$ cat config.mk
export PLATFORM = sky130hd
export DESIGN_NAME = pppc_ctrl
export DESIGN_NICKNAME = d
export VERILOG_FILES = /design/src/design/pppc_pkg.sv /design/src/design/pppc_ctrl.sv
export SDC_FILE = /design/constraint.sdc
export NUM_CORES = 1
export LEC_CHECK = 0
export BUFFER_PORTS_ARGS = -buffer_cell sky130_fd_sc_hd__buf_4
export CORE_UTILIZATION = 40
export DETAILED_ROUTE_END_ITERATION = 12
export PLACE_DENSITY = 0.68
export RECOVER_POWER = 25
export SLEW_MARGIN = 10
export SYNTH_ARGS = -nofsm -noshare
export SYNTH_HDL_FRONTEND = slang
export SYNTH_SLANG_ARGS = --single-unit
$ cat constraint.sdc
create_clock -name sys_clk_i -period 5.15 [get_ports sys_clk_i]
set_input_delay 0.2575 -clock sys_clk_i [delete_from_list [all_inputs] [get_ports sys_clk_i]]
set_output_delay 0.2575 -clock sys_clk_i [all_outputs]
set_load 0.02 [all_outputs]
$ cat src/design/pppc_pkg.sv
// Package for the power-up program policy controller
// Overview of operation
// - Stored design version is 16 bits
// - Stored user signature is 32 bits
// - Auto update only if programmed and newer
// - Auto update forces recovery enabled
// - Recovery reprograms after interrupted programming
// - Image fetch clock has eight rates
// - Polarity and phase bits set SPI mode
// - Select behaviour bit fixed at one
// - Only master image alters security settings
// - One-time mode rejects erase and reprogram
// - Suspend on low test reset when enabled
// - Suspend also disables JTAG by default
// - JTAG disabled on low test reset option
// - JTAG disabled makes fabric, probe and digest options moot
// - Fabric protect blocks erase write verify
// - Probe protect blocks probe access
// - Digest protect blocks all fabric reads
// - Protection options default to cleared
// - SPI programming disable has no effect
// - Floor protection needs version above floor
package pppc_pkg;
	localparam int VER_W = 16;
	localparam int SIG_W = 32;
	localparam logic [VER_W-1:0] VER_RST = 16'h0000;
	localparam logic [SIG_W-1:0] SIG_RST = 32'h0000_0000;
	localparam logic SEL_BEHAVIOUR = 1'b1;
	// Sys clock 125 MHz; divisors give nearest achievable image fetch rates
	localparam int CLK_HZ = 125_000_000;
	localparam logic [7:0] DIV_1M00 = 8'h7D;
	localparam logic [7:0] DIV_2M08 = 8'h3C;
	localparam logic [7:0] DIV_3M13 = 8'h28;
	localparam logic [7:0] DIV_4M16 = 8'h1E;
	localparam logic [7:0] DIV_5M00 = 8'h19;
	localparam logic [7:0] DIV_6M25 = 8'h14;
	localparam logic [7:0] DIV_8M30 = 8'h0F;
	localparam logic [7:0] DIV_12M5 = 8'h0A;
	// Power-up settle delay before test reset is sampled
	localparam int SETTLE_NS = 64;
	localparam int SETTLE_CYC = (SETTLE_NS * (CLK_HZ / 1_000_000) + 999) / 1000;
	typedef enum logic [2:0] {
		PPPC_ST_SETTLE = 3'b000,
		PPPC_ST_DECIDE = 3'b001,
		PPPC_ST_UPDATE = 3'b010,
		PPPC_ST_RECOVER = 3'b011,
		PPPC_ST_IDLE = 3'b100
	} pppc_state_e;
	typedef struct packed {
		logic auto_update;
		logic recovery;
		logic otp;
		logic suspend;
		logic jtag_dis;
		logic fabric_dis;
		logic probe_dis;
		logic digest_dis;
		logic spi_dis;
		logic floor_en;
		logic floor_bypass;
	} pppc_opts_s;
	typedef struct packed {
		logic jtag_en;
		logic fabric_ewv_en;
		logic probe_en;
		logic fabric_read_en;
		logic suspend;
	} pppc_gate_s;
	typedef struct packed {
		logic spi_clock_polarity;
		logic spi_clock_phase;
		logic spi_select_behaviour;
		logic [7:0] divisor;
	} pppc_spi_s;
endpackage

$ cat src/design/pppc_ctrl.sv
// Power-up program policy controller
`timescale 1ns/1ps
module pppc_ctrl (
	// Clock and power-up reset
	input wire logic sys_clk_i,
	input wire logic rst_i,
	// Configuration options
	input wire pppc_pkg::pppc_opts_s opts_i,
	input wire logic [2:0] spi_rate_sel_i,
	input wire logic spi_clock_polarity_i,
	input wire logic spi_clock_phase_i,
	// Device state
	input wire logic test_reset_i,
	input wire logic programmed_i,
	input wire logic prog_interrupted_i,
	input wire logic [pppc_pkg::VER_W-1:0] floor_ver_i,
	input wire logic [pppc_pkg::VER_W-1:0] image_ver_i,
	input wire logic image_valid_i,
	// Programming requests
	input wire logic prog_req_i,
	input wire logic prog_master_i,
	input wire logic prog_erase_i,
	input wire logic [pppc_pkg::VER_W-1:0] prog_ver_i,
	input wire logic [pppc_pkg::SIG_W-1:0] prog_sig_i,
	input wire logic prog_sec_i,
	// Outputs
	output logic [pppc_pkg::VER_W-1:0] design_ver_o,
	output logic [pppc_pkg::SIG_W-1:0] signature_o,
	output logic sec_locked_o,
	output pppc_pkg::pppc_gate_s gate_o,
	output pppc_pkg::pppc_spi_s spi_o,
	output logic spi_clk_en_o,
	output logic update_start_o,
	output logic recover_start_o,
	output logic prog_accept_o,
	output logic prog_reject_o,
	output logic decided_o
);
	import pppc_pkg::*;

	pppc_state_e state_reg;
	logic [7:0] settle_reg;
	logic tr_meta_reg;
	logic tr_sync_reg;
	logic [7:0] div_cnt_reg;
	logic recovery_eff;
	logic otp_locked_reg;

	function automatic logic ver_newer(input logic [VER_W-1:0] a, input logic [VER_W-1:0] b);
		ver_newer = a > b;
	endfunction

	function automatic logic [7:0] rate_div(input logic [2:0] sel);
		unique case (sel)
			3'h0: rate_div = DIV_1M00;
			3'h1: rate_div = DIV_2M08;
			3'h2: rate_div = DIV_3M13;
			3'h3: rate_div = DIV_4M16;
			3'h4: rate_div = DIV_5M00;
			3'h5: rate_div = DIV_6M25;
			3'h6: rate_div = DIV_8M30;
			3'h7: rate_div = DIV_12M5;
		endcase
	endfunction

	assign recovery_eff = opts_i.recovery | opts_i.auto_update;

	// Test reset crosses in from a pin
	always_ff @(posedge sys_clk_i) begin
		if (rst_i) begin
			tr_meta_reg <= 1'b0;
			tr_sync_reg <= 1'b0;
		end else begin
			tr_meta_reg <= test_reset_i;
			tr_sync_reg <= tr_meta_reg;
		end
	end

	always_ff @(posedge sys_clk_i) begin
		if (rst_i) begin
			state_reg <= PPPC_ST_SETTLE;
			settle_reg <= 8'h00;
		end else begin
			unique case (state_reg)
				PPPC_ST_SETTLE: begin
					settle_reg <= settle_reg + 8'h01;
					if (settle_reg == 8'(SETTLE_CYC - 1)) begin
						state_reg <= PPPC_ST_DECIDE;
					end
				end
				PPPC_ST_DECIDE: begin
					if (recovery_eff && prog_interrupted_i) begin
						state_reg <= PPPC_ST_RECOVER;
					end else if (opts_i.auto_update && programmed_i && image_valid_i
						&& ver_newer(image_ver_i, design_ver_o)) begin
						state_reg <= PPPC_ST_UPDATE;
					end else begin
						state_reg <= PPPC_ST_IDLE;
					end
				end
				PPPC_ST_UPDATE: state_reg <= PPPC_ST_IDLE;
				PPPC_ST_RECOVER: state_reg <= PPPC_ST_IDLE;
				PPPC_ST_IDLE: state_reg <= PPPC_ST_IDLE;
				default: state_reg <= PPPC_ST_IDLE;
			endcase
		end
	end

	always_ff @(posedge sys_clk_i) begin
		if (rst_i) begin
			update_start_o <= 1'b0;
			recover_start_o <= 1'b0;
		end else begin
			update_start_o <= (state_reg == PPPC_ST_DECIDE) && !(recovery_eff && prog_interrupted_i)
				&& opts_i.auto_update && programmed_i && image_valid_i
				&& ver_newer(image_ver_i, design_ver_o);
			recover_start_o <= (state_reg == PPPC_ST_DECIDE) && recovery_eff && prog_interrupted_i;
		end
	end

	// Gates are latched once at the end of settling and held until power cycles
	always_ff @(posedge sys_clk_i) begin
		if (rst_i) begin
			gate_o <= '{jtag_en: 1'b1, fabric_ewv_en: 1'b1, probe_en: 1'b1, fabric_read_en: 1'b1,
				suspend: 1'b0};
			decided_o <= 1'b0;
		end else if (state_reg == PPPC_ST_SETTLE && settle_reg == 8'(SETTLE_CYC - 1)) begin
			decided_o <= 1'b1;
			gate_o.suspend <= opts_i.suspend && !tr_sync_reg;
			gate_o.jtag_en <= !((opts_i.jtag_dis || opts_i.suspend) && !tr_sync_reg);
			// Sub-options only act while JTAG itself is not configured off
			gate_o.fabric_ewv_en <= !(!opts_i.jtag_dis && opts_i.fabric_dis && !tr_sync_reg);
			gate_o.probe_en <= !(!opts_i.jtag_dis && opts_i.probe_dis && !tr_sync_reg);
			gate_o.fabric_read_en <= !(!opts_i.jtag_dis && opts_i.digest_dis && !tr_sync_reg);
		end
	end

	// Image fetch clock enable divider
	always_ff @(posedge sys_clk_i) begin
		if (rst_i) begin
			div_cnt_reg <= 8'h00;
			spi_clk_en_o <= 1'b0;
		end else if (div_cnt_reg >= rate_div(spi_rate_sel_i) - 8'h01) begin
			div_cnt_reg <= 8'h00;
			spi_clk_en_o <= 1'b1;
		end else begin
			div_cnt_reg <= div_cnt_reg + 8'h01;
			spi_clk_en_o <= 1'b0;
		end
	end

	always_ff @(posedge sys_clk_i) begin
		if (rst_i) begin
			spi_o <= '{spi_clock_polarity: 1'b0, spi_clock_phase: 1'b0, spi_select_behaviour: SEL_BEHAVIOUR,
				divisor: DIV_1M00};
		end else begin
			spi_o.spi_clock_polarity <= spi_clock_polarity_i;
			spi_o.spi_clock_phase <= spi_clock_phase_i;
			spi_o.spi_select_behaviour <= SEL_BEHAVIOUR;
			spi_o.divisor <= rate_div(spi_rate_sel_i);
		end
	end

	// Programming request acceptance and stored identity
	logic req_ok;
	always_comb begin
		req_ok = gate_o.jtag_en && gate_o.fabric_ewv_en && !gate_o.suspend;
		if (otp_locked_reg) begin
			req_ok = 1'b0;
		end
		if (opts_i.floor_en && !opts_i.floor_bypass && !ver_newer(prog_ver_i, floor_ver_i)) begin
			req_ok = 1'b0;
		end
	end

	always_ff @(posedge sys_clk_i) begin
		if (rst_i) begin
			prog_accept_o <= 1'b0;
			prog_reject_o <= 1'b0;
		end else begin
			prog_accept_o <= prog_req_i && req_ok;
			prog_reject_o <= prog_req_i && !req_ok;
		end
	end

	always_ff @(posedge sys_clk_i) begin
		if (rst_i) begin
			otp_locked_reg <= 1'b0;
		end else if (programmed_i && opts_i.otp) begin
			otp_locked_reg <= 1'b1;
		end
	end

	// Stored values live in nonvolatile cells in silicon; here they survive only until reset
	always_ff @(posedge sys_clk_i) begin
		if (rst_i) begin
			design_ver_o <= VER_RST;
			signature_o <= SIG_RST;
			sec_locked_o <= 1'b0;
		end else if (prog_req_i && req_ok && !prog_erase_i) begin
			design_ver_o <= prog_ver_i;
			if (prog_master_i) begin
				signature_o <= prog_sig_i;
				sec_locked_o <= prog_sec_i;
			end
		end
	end
endmodule

# --- Word-level counts from Yosys, hierarchy flattened ---
# Memories as Yosys holds them, arrays and structs flattened. A register that Yosys moved wholly into a read port is not among the register bits.
# Cells that the tools add are included.
totals:
  regBits: 93
  romBits: 112
  in_bits: 106
  out_inout_bits: 71
  elab_cells: 88
  mem_count: 2
classes:
  add_sub_neg: 3
  magnitude_cmp: 3
  n_eq_ne: 3
  n_mux: 8
  n_bitwise: 1
  reduce_logical: 44
memory_table:
  columns: ["name", "words", "word_bits", "rd", "rd_clocked_by_memory_dff", "write_ports", "line_no", "text"]
  rows:
  - ["(name not given)", 8, 7, 1, 1, 0, "pppc_ctrl.sv:54", "unique case (sel)"]
  - ["(name not given)", 8, 7, 1, 0, 0, "pppc_ctrl.sv:54", null]
ops:
  columns: ["cell", "n"]
  rows:
  - ["greater-than comparator 16 bit", 2]
  - ["logical AND 1 bit", 28]
  - ["adder 8 x 1 -> 8 bit, second input constant", 2]
  - ["logical NOT 1 bit", 12]
  - ["two-way mux 3 bit", 3]
  - ["== test 8 x 3 -> 1 bit, second input constant", 1]
  - ["greater-or-equal comparator 8 bit", 1]
  - ["two-way mux 8 bit", 1]
  - ["subtractor 8 x 1 -> 8 bit, second input constant", 1]
  - ["case mux 3 bit (2 select lines)", 1]
  - ["== test 3 x 1 -> 1 bit, second input constant", 1]
  - ["logical NOT 3 bit", 1]
  - ["two-way mux 1 bit", 3]
  - ["!= test 2 x 1 -> 1 bit, second input constant", 1]
  - ["AND reduction 2 bit", 1]
  - ["OR reduction 2 bit", 1]
  - ["logical OR 1 bit", 1]
  - ["OR 1 bit", 1]

# --- Longest topological paths before layout ---
# Gate-level depths: netlist of the first run.
depth:
  word_depth: 8
  ltp_mapped: 12
  ltp_nobuf: 11

# --- Worst setup path before layout of the first run ---
# Ideal clock, no wire load.
synth_path:
  path_type: "input -> register"
  start: "input spi_rate_sel_i[0]"
  end: "register spi_clk_en_o"
  setup_time_ns: 0.127
  arrival_ns: 2.000
  required_time_ns: 5.023
  slack_ns: 3.024
  cell_stages: 12
  path_buffers: 1
  cell_sequence: "inv_1 -> ha_1 -> buf_2 -> nor2_1 -> xnor2_1 -> a21oi_1 -> ha_1 -> a21o_1 -> a21o_1 -> a21oi_1 -> o21ai_2 -> nor2b_1"
synth_between:
  elab_chain_cells: 5
synth_lines:
  columns: ["item", "line_no", "text"]
  rows:
  - ["start: declaration", "pppc_ctrl.sv:9", "input wire logic [2:0] spi_rate_sel_i,"]
  - ["memory (8 x 7 bit)", null, null]
  - ["two-way mux 8 bit", "pppc_ctrl.sv:140", "if (rst_i) begin"]
  - ["subtractor 8 x 1 -> 8 bit", "pppc_ctrl.sv:143", "end else if (div_cnt_reg >= rate_div(spi_rate_sel_i) - 8'h01) begin"]
  - ["greater-or-equal comparator 8 bit", "pppc_ctrl.sv:143", null]
  - ["two-way mux 1 bit", "pppc_ctrl.sv:143", null]
  - ["end signal: assignment", "pppc_ctrl.sv:142", "spi_clk_en_o <= 1'b0;"]
  - ["end signal: assignment", "pppc_ctrl.sv:145", "spi_clk_en_o <= 1'b1;"]
  - ["end signal: assignment", "pppc_ctrl.sv:148", "spi_clk_en_o <= 1'b0;"]
  - ["end: declaration", "pppc_ctrl.sv:32", "output logic spi_clk_en_o,"]
# No other way between the ends. The select of a mux whose other input is x is not followed.
# A chain may end at the register's enable or synchronous reset.

==> metrics.yaml, run 1 <==
worst_hold_path:
  min_to: "update_start_o"
  min_path_cells: 2
  holdCritPathClass: "input pin to flip-flop"
  hold_start: "prog_interrupted_i"
synth:
  avgSynthCellArea_um2: 8.70
  synth_warnings: 0
  synth_cell_types: 48
  netlist_top_cells_area: "dfxtp_1 (40%), ha_1 (13%), a21oi_1 (5.8%)"
  synth_cells: 526
  synth_seq_cells: 91
  synth_top_area_frac: 0.398
  synth_edf_count: 0
  postSynth.asyncResetShare: 0
  yosysTopAreaCell: "dfxtp_1"
  netlist_area_mm2: 0.00458
  yosysSeqAreaShare: 0.398
  synth_ff_type: "dfxtp_1"
power_and_ir_drop:
  power_frac_seq: 0.429
  total_power_mw: 1.73
  power_density_mw_per_mm2: 283
  p_clk_frac: 0.408
  switching_share: 0.254
  switchingPower_mw: 0.441
  p_int_mw: 1.29
  power.share.combinational: 0.162
  leakagePower_nw: 2.74
  max-vdd-ir-drop_mv: 0.191
layout:
  fin_util: 0.559
  instances_no_fill: 831
  top_regs: "signature_o x32, design_ver_o x16, spi_o x9"
  nets: 839
  largest_register: "signature_o"
  diodes: 0
  final_cell_mix: "buf_4 (144), dfxtp_1 (91), a21oi_1 (53)"
  nFillCells: 1017
  layout_commonest_cell: "buf_4"
  largest_register_ffs: 32
  fin_area_mm2: 0.00614
  area_delta_synth_final_pct: 34.1
  drive_above_1_share: 0.247
floorplan:
  rows: 38
  core-area_mm2: 0.0110
  fp.dieW_um: 109
  dieArea_mm2: 0.0119
  start_util: 0.417
  pin_count: 177
  die_h_um: 109
clocking:
  worst_skew_pair.late_latency_ns: 0.33
  cts.htree.levels: 3
  cts.clk_slew.worst_paths_ns: 0.06
  cts.sink_count: 91
  cts_tree: "yes"
  postCtsSetupBuffers: 0
  clk_root_buffer_cell: "clkbuf_16"
  cts.hold.buffers_added: 0
  numCtsBuffers: 9
  clockBufferDepth: 2
  postCtsResizedCells: 0
global_routing:
  grt_pass1_vias: 3970
  grt_pass1_wl_um: 18000
  grt_use_total: 0.192
  overflow: 0
  antenna_found_initial: 0
  grt_max_degree: 90
detailed_routing:
  drc: 0
  viasPerCell: 4.97
  drt-initial-drc-count: 129
  ant_nets: 0
  wirelength_um: 11400
  vias: 4132
  dr.pass1.iters: 4
  wire_per_inst_um: 13.7
critical_path:
  worstSetupEndpointType: "flip-flop"
  reg2regPathDepth: 7
  path_buf_inv: 1
  crit_path_cell_trace: "clkbuf_1 -> nor3_1 -> nand2_1 -> nor2_1"
  r2r_slack_ns: 2.73
  rr_startpoint: "gate_o[0]"
  critPathMaxStageDelay_ns: 2.58
  r2r_end: "design_ver_o[8]"
  worstPathMaxFanout: 89
  setup.worst_path.start_class: "input pin"
  crit_arrival_ns: 3.40
  crit_path_top_delay_cell: "clkbuf_1"
  critPathTopFamily: "buffers and inverters"
  worstSetupPathType: "input pin to flip-flop"
  cp.required_ns: 5.36
sta:
  max_clock_freq_mhz: 313
  slew_headroom: -1.48
  rsz0062_at_grt: "false"
  worstMarginPinSlew_ns: 3.72
  finClkSkew_ns: 0.00339
  drv_slew: 90
  hold_viol: 0
  setup_slack_ns: 1.95
  hold_slack_ns: 0.0969
  final.setup.tns_ns: 0
  fin_crit_sh: 0.620
  min_period_ns: 3.20
  setup_viol: 0
placement:
  numPortBuffers: 173
  dpl-instance-area_mm2: 0.00593
  post-place-ws_ns: 2.34
  dp_hpwl_um: 8640
  dp_cells: 815
  place_congestion: 0.833
outcome:
  status: "finished with violations"
  violations: "max-capacitance violations, max-slew violations"
flow_run:
  drv_cap: 1
-- routing by layer --
layer / up-vias / GRT usage / share of wire
li1: 2109 / - / -
met1: 1901 / 0.228 / 0.43
met2: 102 / 0.341 / 0.51
met3: 20 / 0.0335 / 0.048
met4: 0 / 0.0714 / 0.019
met5: - / 0 / 0
-- worst max-delay path by stage --
| stage | start | endpoint | slack, ns | cells past startpoint |
|---|---|---|---|---|
| global route | rst_i | recover_start_o | 1.52 | 4 |
| global placement | prog_ver_i[11] | design_ver_o[10] | 2.38 | 9 |
| finish | rst_i | recover_start_o | 1.95 | 4 |
| floorplan | spi_rate_sel_i[0] | spi_clk_en_o | 3.02 | 12 |
| detailed placement | prog_ver_i[11] | design_ver_o[15] | 2.34 | 9 |
| CTS | prog_ver_i[14] | design_ver_o[8] | 2.68 | 9 |
-- Yosys cell counts, types with 2 or more instances --
master / count
a211oi_1: 2
a21o_1: 10
a21oi_1: 53
a31oi_1: 2
and3_1: 2
and4_1: 2
buf_2: 4
buf_4: 5
buf_6: 2
clkbuf_1: 15
conb_1: 2
dfxtp_1: 91
ha_1: 47
inv_1: 38
mux2i_1: 20
nand2_1: 50
nand2b_1: 13
nand3_1: 43
nand3b_1: 2
nand4_1: 6
nor2_1: 45
nor2b_1: 9
nor3_1: 12
nor3b_1: 3
o21ai_0: 6
o21ai_2: 2
o31ai_1: 2
or2_2: 2
xnor2_1: 9
xor2_1: 9
-- power by group through the flow --
| stage | clock network, mW | registers [mW] | logic [mW] |
|---|---|---|---|
| floorplan | 0 | 0.782 | 0.143 |
| global placement | 0 | 0.760 | 0.279 |
| detailed placement | 0 | 0.761 | 0.289 |
| CTS | 0.726 | 0.745 | 0.290 |
| global route | 0.757 | 0.748 | 0.309 |
| finish | 0.708 | 0.745 | 0.281 |
-- area by class of cell --
type	count	area [um^2]	area share
multi-input combinational	372	2480	0.404
inverter	38	143	0.0232
tap	140	175	0.0285
sequential	91	1820	0.297
clock inverter	7	98.8	0.0161
timing repair buffer	174	1190	0.194
clock buffer	9	225	0.0367
-- cells by family after synthesis --
family | Yosys count | synth area share
AOI/OAI and AO/OA | 89 | 0.125
muxes | 20 | 0.0437
and+or+nand+nor | 195 | 0.208
other | 2 | 0.00164
buffers and inverters | 64 | 0.0609
DFF | 91 | 0.398
xor gates and xnor gates | 18 | 0.0344
adders and majority gates | 47 | 0.128
Note: power is estimated with default switching activity, not from simulation.
==> run 2: changes to the inputs <==
==> constraint.sdc (replaced) <==
create_clock -name sys_clk_i -period 3.2 [get_ports sys_clk_i]
set_input_delay 0.16 -clock sys_clk_i [delete_from_list [all_inputs] [get_ports sys_clk_i]]
set_output_delay 0.16 -clock sys_clk_i [all_outputs]
set_load 0.02 [all_outputs]
==> metrics.yaml, run 2 (synthesis results as in run 1) <==
clocking:
  postCtsResizedCells: 0
  clockBufferDepth: 2
  worst_skew_pair.late_latency_ns: 0.34
  postCtsSetupBuffers: 0
  numCtsBuffers: 9
  cts.htree.levels: 3
  cts_tree: "yes"
  cts.sink_count: 91
  cts.clk_slew.worst_paths_ns: 0.07
  clk_root_buffer_cell: "clkbuf_16"
sta:
  min_period_ns: 2.12
  worstMarginPinSlew_ns: 1.72
  max_clock_freq_mhz: 472
  finClkSkew_ns: 0.00810
  fin_crit_sh: 0.662
  slew_headroom: -0.149
  drv_slew: 90
  rsz0062_at_grt: "false"
  hold_slack_ns: 0.0226
  final.setup.tns_ns: 0
  hold_viol: 0
  setup_viol: 0
power_and_ir_drop:
  power_density_mw_per_mm2: 447
  leakagePower_nw: 2.75
  max-vdd-ir-drop_mv: 0.271
  total_power_mw: 2.75
placement:
  place_congestion: 0.816
  dp_hpwl_um: 8650
  dpl-instance-area_mm2: 0.00594
  numPortBuffers: 173
  dp_cells: 815
layout:
  largest_register: "signature_o"
  drive_above_1_share: 0.249
  diodes: 0
  largest_register_ffs: 32
  multi_input_area_mm2: 0.00248
  nFillCells: 1017
  instances_no_fill: 832
  fin_area_mm2: 0.00615
  top_regs: "signature_o x32, design_ver_o x16, spi_o x9"
  seq_area_mm2: 0.00182
  nets: 840
  layout_commonest_cell: "buf_4"
  area_delta_synth_final_pct: 34.3
  final_cell_mix: "buf_4 (143), dfxtp_1 (91), a21oi_1 (53)"
global_routing:
  use_met2: 0.350
  antenna_found_initial: 0
  grtUsageMet3: 0.0353
  use_met1: 0.222
  grt_pass1_wl_um: 18000
  grt_max_degree: 90
  overflow: 0
  grt_pass1_vias: 4039
  busiest_layer: "met2"
  grt_use_total: 0.194
floorplan:
  rows: 38
  start_util: 0.417
  fp.dieW_um: 109
  pin_count: 177
  die_h_um: 109
  core-area_mm2: 0.0110
  dieArea_mm2: 0.0119
critical_path:
  worstSetupPathType: "input pin to flip-flop"
  rr_startpoint: "gate_o[0]"
  worstPathMaxFanout: 33
  cp.required_ns: 3.43
  reg2regPathDepth: 6
  crit_arrival_ns: 2.35
  worstSetupEndpointType: "flip-flop"
  setup.worst_path.start_class: "input pin"
  r2r_end: "signature_o[2]"
  r2r_slack_ns: 1.17
flow_run:
  drv_cap: 1
outcome:
  violations: "max-capacitance violations, max-slew violations"
  status: "finished with violations"
detailed_routing:
  vias: 4170
  dr.pass1.iters: 4
  ant_nets: 0
  drc: 0
  wirelength_um: 11400
  viasPerCell: 5.01
  drt-initial-drc-count: 114
  wire_per_inst_um: 13.7
worst_hold_path:
  holdCritPathClass: "input pin to flip-flop"
  min_to: "spi_o[9]"
  hold_start: "spi_clock_phase_i"
  min_path_cells: 2
-- run 2: metal layers --
layer,part of all wire,vias up
met4,0.024,0
met5,0,-
met2,0.50,110
met3,0.051,27
met1,0.42,1923
li1,-,2110
-- run 2: where the power goes --
| group | internal, mW | switching (mW) |
|---|---|---|
| combinational | 0.220 | 0.236 |
| clock | 0.620 | 0.470 |
| sequential | 1.17 | 0.0258 |
-- run 2: worst max path at each step --
stage / depth (start not counted) / start / endpoint
2_1_floorplan: 12 / spi_rate_sel_i[0] / spi_clk_en_o
3_3_place_gp: 9 / floor_ver_i[7] / signature_o[2]
3_5_place_dp: 9 / floor_ver_i[7] / signature_o[7]
4_1_cts: 9 / floor_ver_i[7] / signature_o[7]
5_1_grt: 9 / floor_ver_i[7] / signature_o[6]
6_report: 8 / prog_ver_i[11] / signature_o[2]
-- run 2: timing repair --
| action | in CTS | in global routing |
|---|---|---|
| endpoints found under the hold margin | 1 | 0 |
| endpoints found under the setup margin | 0 | 0 |
| hold buffers | 1 | 0 |
-- run 2: area by class of cell --
cell class              count  share of cell area
inverters                  38              0.0232
multi-input cells         372               0.404
well taps                 140              0.0285
clock inverters             7              0.0138
clock buffers               9              0.0366
flip-flops and latches     91               0.296
repair buffers            175               0.198
-- run 2: per-stage QoR --
step	setup slack (ns)	util
2_1_floorplan	1.17	-
3_3_place_gp	0.804	0.541
3_5_place_dp	0.717	0.541
4_1_cts	1.08	0.570
5_1_grt	0.833	0.560
6_report	1.08	0.560
-- run 2: worst max-delay path, stage by stage --
cell     delay [ns]
buf_4          0.12
ha_1           0.30
nand4_1        0.20
nor4_4         0.39
a311o_1        0.30
a311o_2        0.55
nand2_1        0.12
a21oi_1        0.18
==> run 3: changes to the inputs <==
--- a/config.mk
+++ b/config.mk
@@ -8,7 +8,7 @@
 export BUFFER_PORTS_ARGS = -buffer_cell sky130_fd_sc_hd__buf_4
 export CORE_UTILIZATION = 40
 export DETAILED_ROUTE_END_ITERATION = 12
-export PLACE_DENSITY = 0.68
+export PLACE_DENSITY = 0.7
 export RECOVER_POWER = 25
 export SLEW_MARGIN = 10
 export SYNTH_ARGS = -nofsm -noshare
==> constraint.sdc (replaced) <==
create_clock -name sys_clk_i -period 1.8 [get_ports sys_clk_i]
set_input_delay 0.09 -clock sys_clk_i [delete_from_list [all_inputs] [get_ports sys_clk_i]]
set_output_delay 0.09 -clock sys_clk_i [all_outputs]
set_load 0.02 [all_outputs]
==> metrics.yaml, run 3 (synthesis results as in run 1) <==
clocking:
  clockBufferDepth: 2
  numCtsBuffers: 9
  worst_skew_pair.late_latency_ns: 0.34
  cts.clk_slew.worst_paths_ns: 0.07
  cts.sink_count: 91
  cts.htree.levels: 3
  clk_root_buffer_cell: "clkbuf_16"
  cts_tree: "yes"
detailed_routing:
  drc: 0
  ant_nets: 0
  wirelength_um: 12400
  drt-initial-drc-count: 239
  dr.pass1.iters: 4
  viasPerCell: 4.98
  vias: 4444
  wire_per_inst_um: 13.9
global_routing:
  grt_max_degree: 50
  antenna_found_initial: 0
  overflow: 0
  grt_use_total: 0.204
  grt_pass1_wl_um: 18800
  grt_pass1_vias: 4132
layout:
  area_delta_synth_final_pct: 55.3
  final_cell_mix: "buf_4 (186), dfxtp_1 (87), nand2_1 (47)"
  drive_above_1_share: 0.380
  diodes: 0
  largest_register_ffs: 32
  nets: 900
  fin_area_mm2: 0.00711
  largest_register: "signature_o"
  layout_commonest_cell: "buf_4"
  top_regs: "signature_o x32, design_ver_o x16, spi_o x9"
sta:
  hold_viol: 0
  finClkSkew_ns: 0.00886
  slew_headroom: 0.661
  fin_crit_sh: 0.998
  min_period_ns: 1.80
  max_clock_freq_mhz: 557
  rsz0062_at_grt: "true"
  worstMarginPinSlew_ns: 0.504
  setup_viol: 0
  hold_slack_ns: 0.00605
  drv_slew: 0
critical_path:
  crit_arrival_ns: 2.00
  setup.worst_path.start_class: "flip-flop"
  crit_path_top_delay_cell: "a311o_1"
  worstSetupEndpointType: "flip-flop"
  worstPathMaxFanout: 6
  crit_path_cell_trace: "nor2_4 -> nand3_2 -> a311o_1 -> a31oi_4 -> buf_12 -> buf_12 -> mux2i_1 -> nor2_1"
  path_buf_inv: 2
  crit_path_frequent_cell: "buf_12"
  critPathMaxStageDelay_ns: 0.39
  worstSetupPathType: "flip-flop to flip-flop"
  cp.required_ns: 2.01
  critPathTopFamily: "compound AO/OA/AOI/OAI gates"
placement:
  dpl-instance-area_mm2: 0.00627
  dp_hpwl_um: 8720
  place_congestion: 0.867
  numPortBuffers: 173
power_and_ir_drop:
  power_density_mw_per_mm2: 698
  max-vdd-ir-drop_mv: 0.404
  leakagePower_nw: 3.14
floorplan:
  pin_count: 177
  dieArea_mm2: 0.0119
  start_util: 0.417
  rows: 38
  die_h_um: 109
  fp.dieW_um: 109
  core-area_mm2: 0.0110
outcome:
  status: "finished clean"
flow_run:
  drv_cap: 0
worst_hold_path:
  holdCritPathClass: "input pin to flip-flop"
==> run 3: cell count changes in the layout (fill, tap and decap cells not counted), sizes merged <==
cell,before,now
dlygate4sd3,1,17
buf,144,196
inv,41,37
clkinvlp,2,4
clkinv,1,2
clkbuf,39,33
bufinv,1,0
==> run 3: metrics by stage <==
stage	util	setup slack (ns)	cells	setup TNS [ns]	power, mW
2_1_floorplan	-	-0.0675	527	-0.235	2.66
6_report	0.647	0.00324	892	0	4.96
4_1_cts	0.625	0.00220	887	0	4.96
3_3_place_gp	0.571	-0.311	848	-13.79	3.06
3_5_place_dp	0.571	-0.410	848	-16.15	3.09
5_1_grt	0.647	-0.0750	892	-1.07	5.21
==> run 3: worst reg2reg max path: cells and delay by family, from the launching register on <==
kind	cells	cell delay, ns
and+or+nand+nor	3	0.24
buffers and inverters	2	0.29
DFF	1	0.36
AOI/OAI and AO/OA	2	0.57
muxes	1	0.20
==> run 3: report_power, final <==
part           switching, mW  internal (mW)
sequential            0.0475           2.09
clock                  0.808          0.979
combinational          0.496          0.548
==> run 3: what timing repair did <==
action | in CTS | in global routing
gates resized for setup | 10 | 58
hold buffers | 16 | 1
buffers inserted | 5 | 5
endpoints found under the hold margin | 15 | 1
endpoints found under the setup margin | 47 | 65
gates cloned | 2 | 1
pin swaps | 9 | 24
==> run 3: routing by layer <==
metal  wire (um)  global-route usage  share of wire
met3         624              0.0395          0.050
met4         222              0.0734          0.018
met2        6390               0.367           0.51
met1        5200               0.239           0.42
met5           0                   0              0
==> run 3: cell type report <==
cell class                 count  area (um^2)
clock buffer                  11          243
clock inverter                 5         37.5
fill                         925         3870
inverter                      38          150
multi-input combinational    372         2820
sequential                    91         1830
tap                          140          175
timing repair buffer         235         1850
==> run 3: path summary, 6_finish.rpt <==
check	from	end	slack, ns	depth (start not counted)
max reg2reg	otp_locked_reg	design_ver_o[2]	0.003	8
max	otp_locked_reg	design_ver_o[2]	0.003	8
min	prog_sig_i[27]	signature_o[27]	0.006	3
min reg2reg	tr_meta_reg	tr_sync_reg	0.45	1
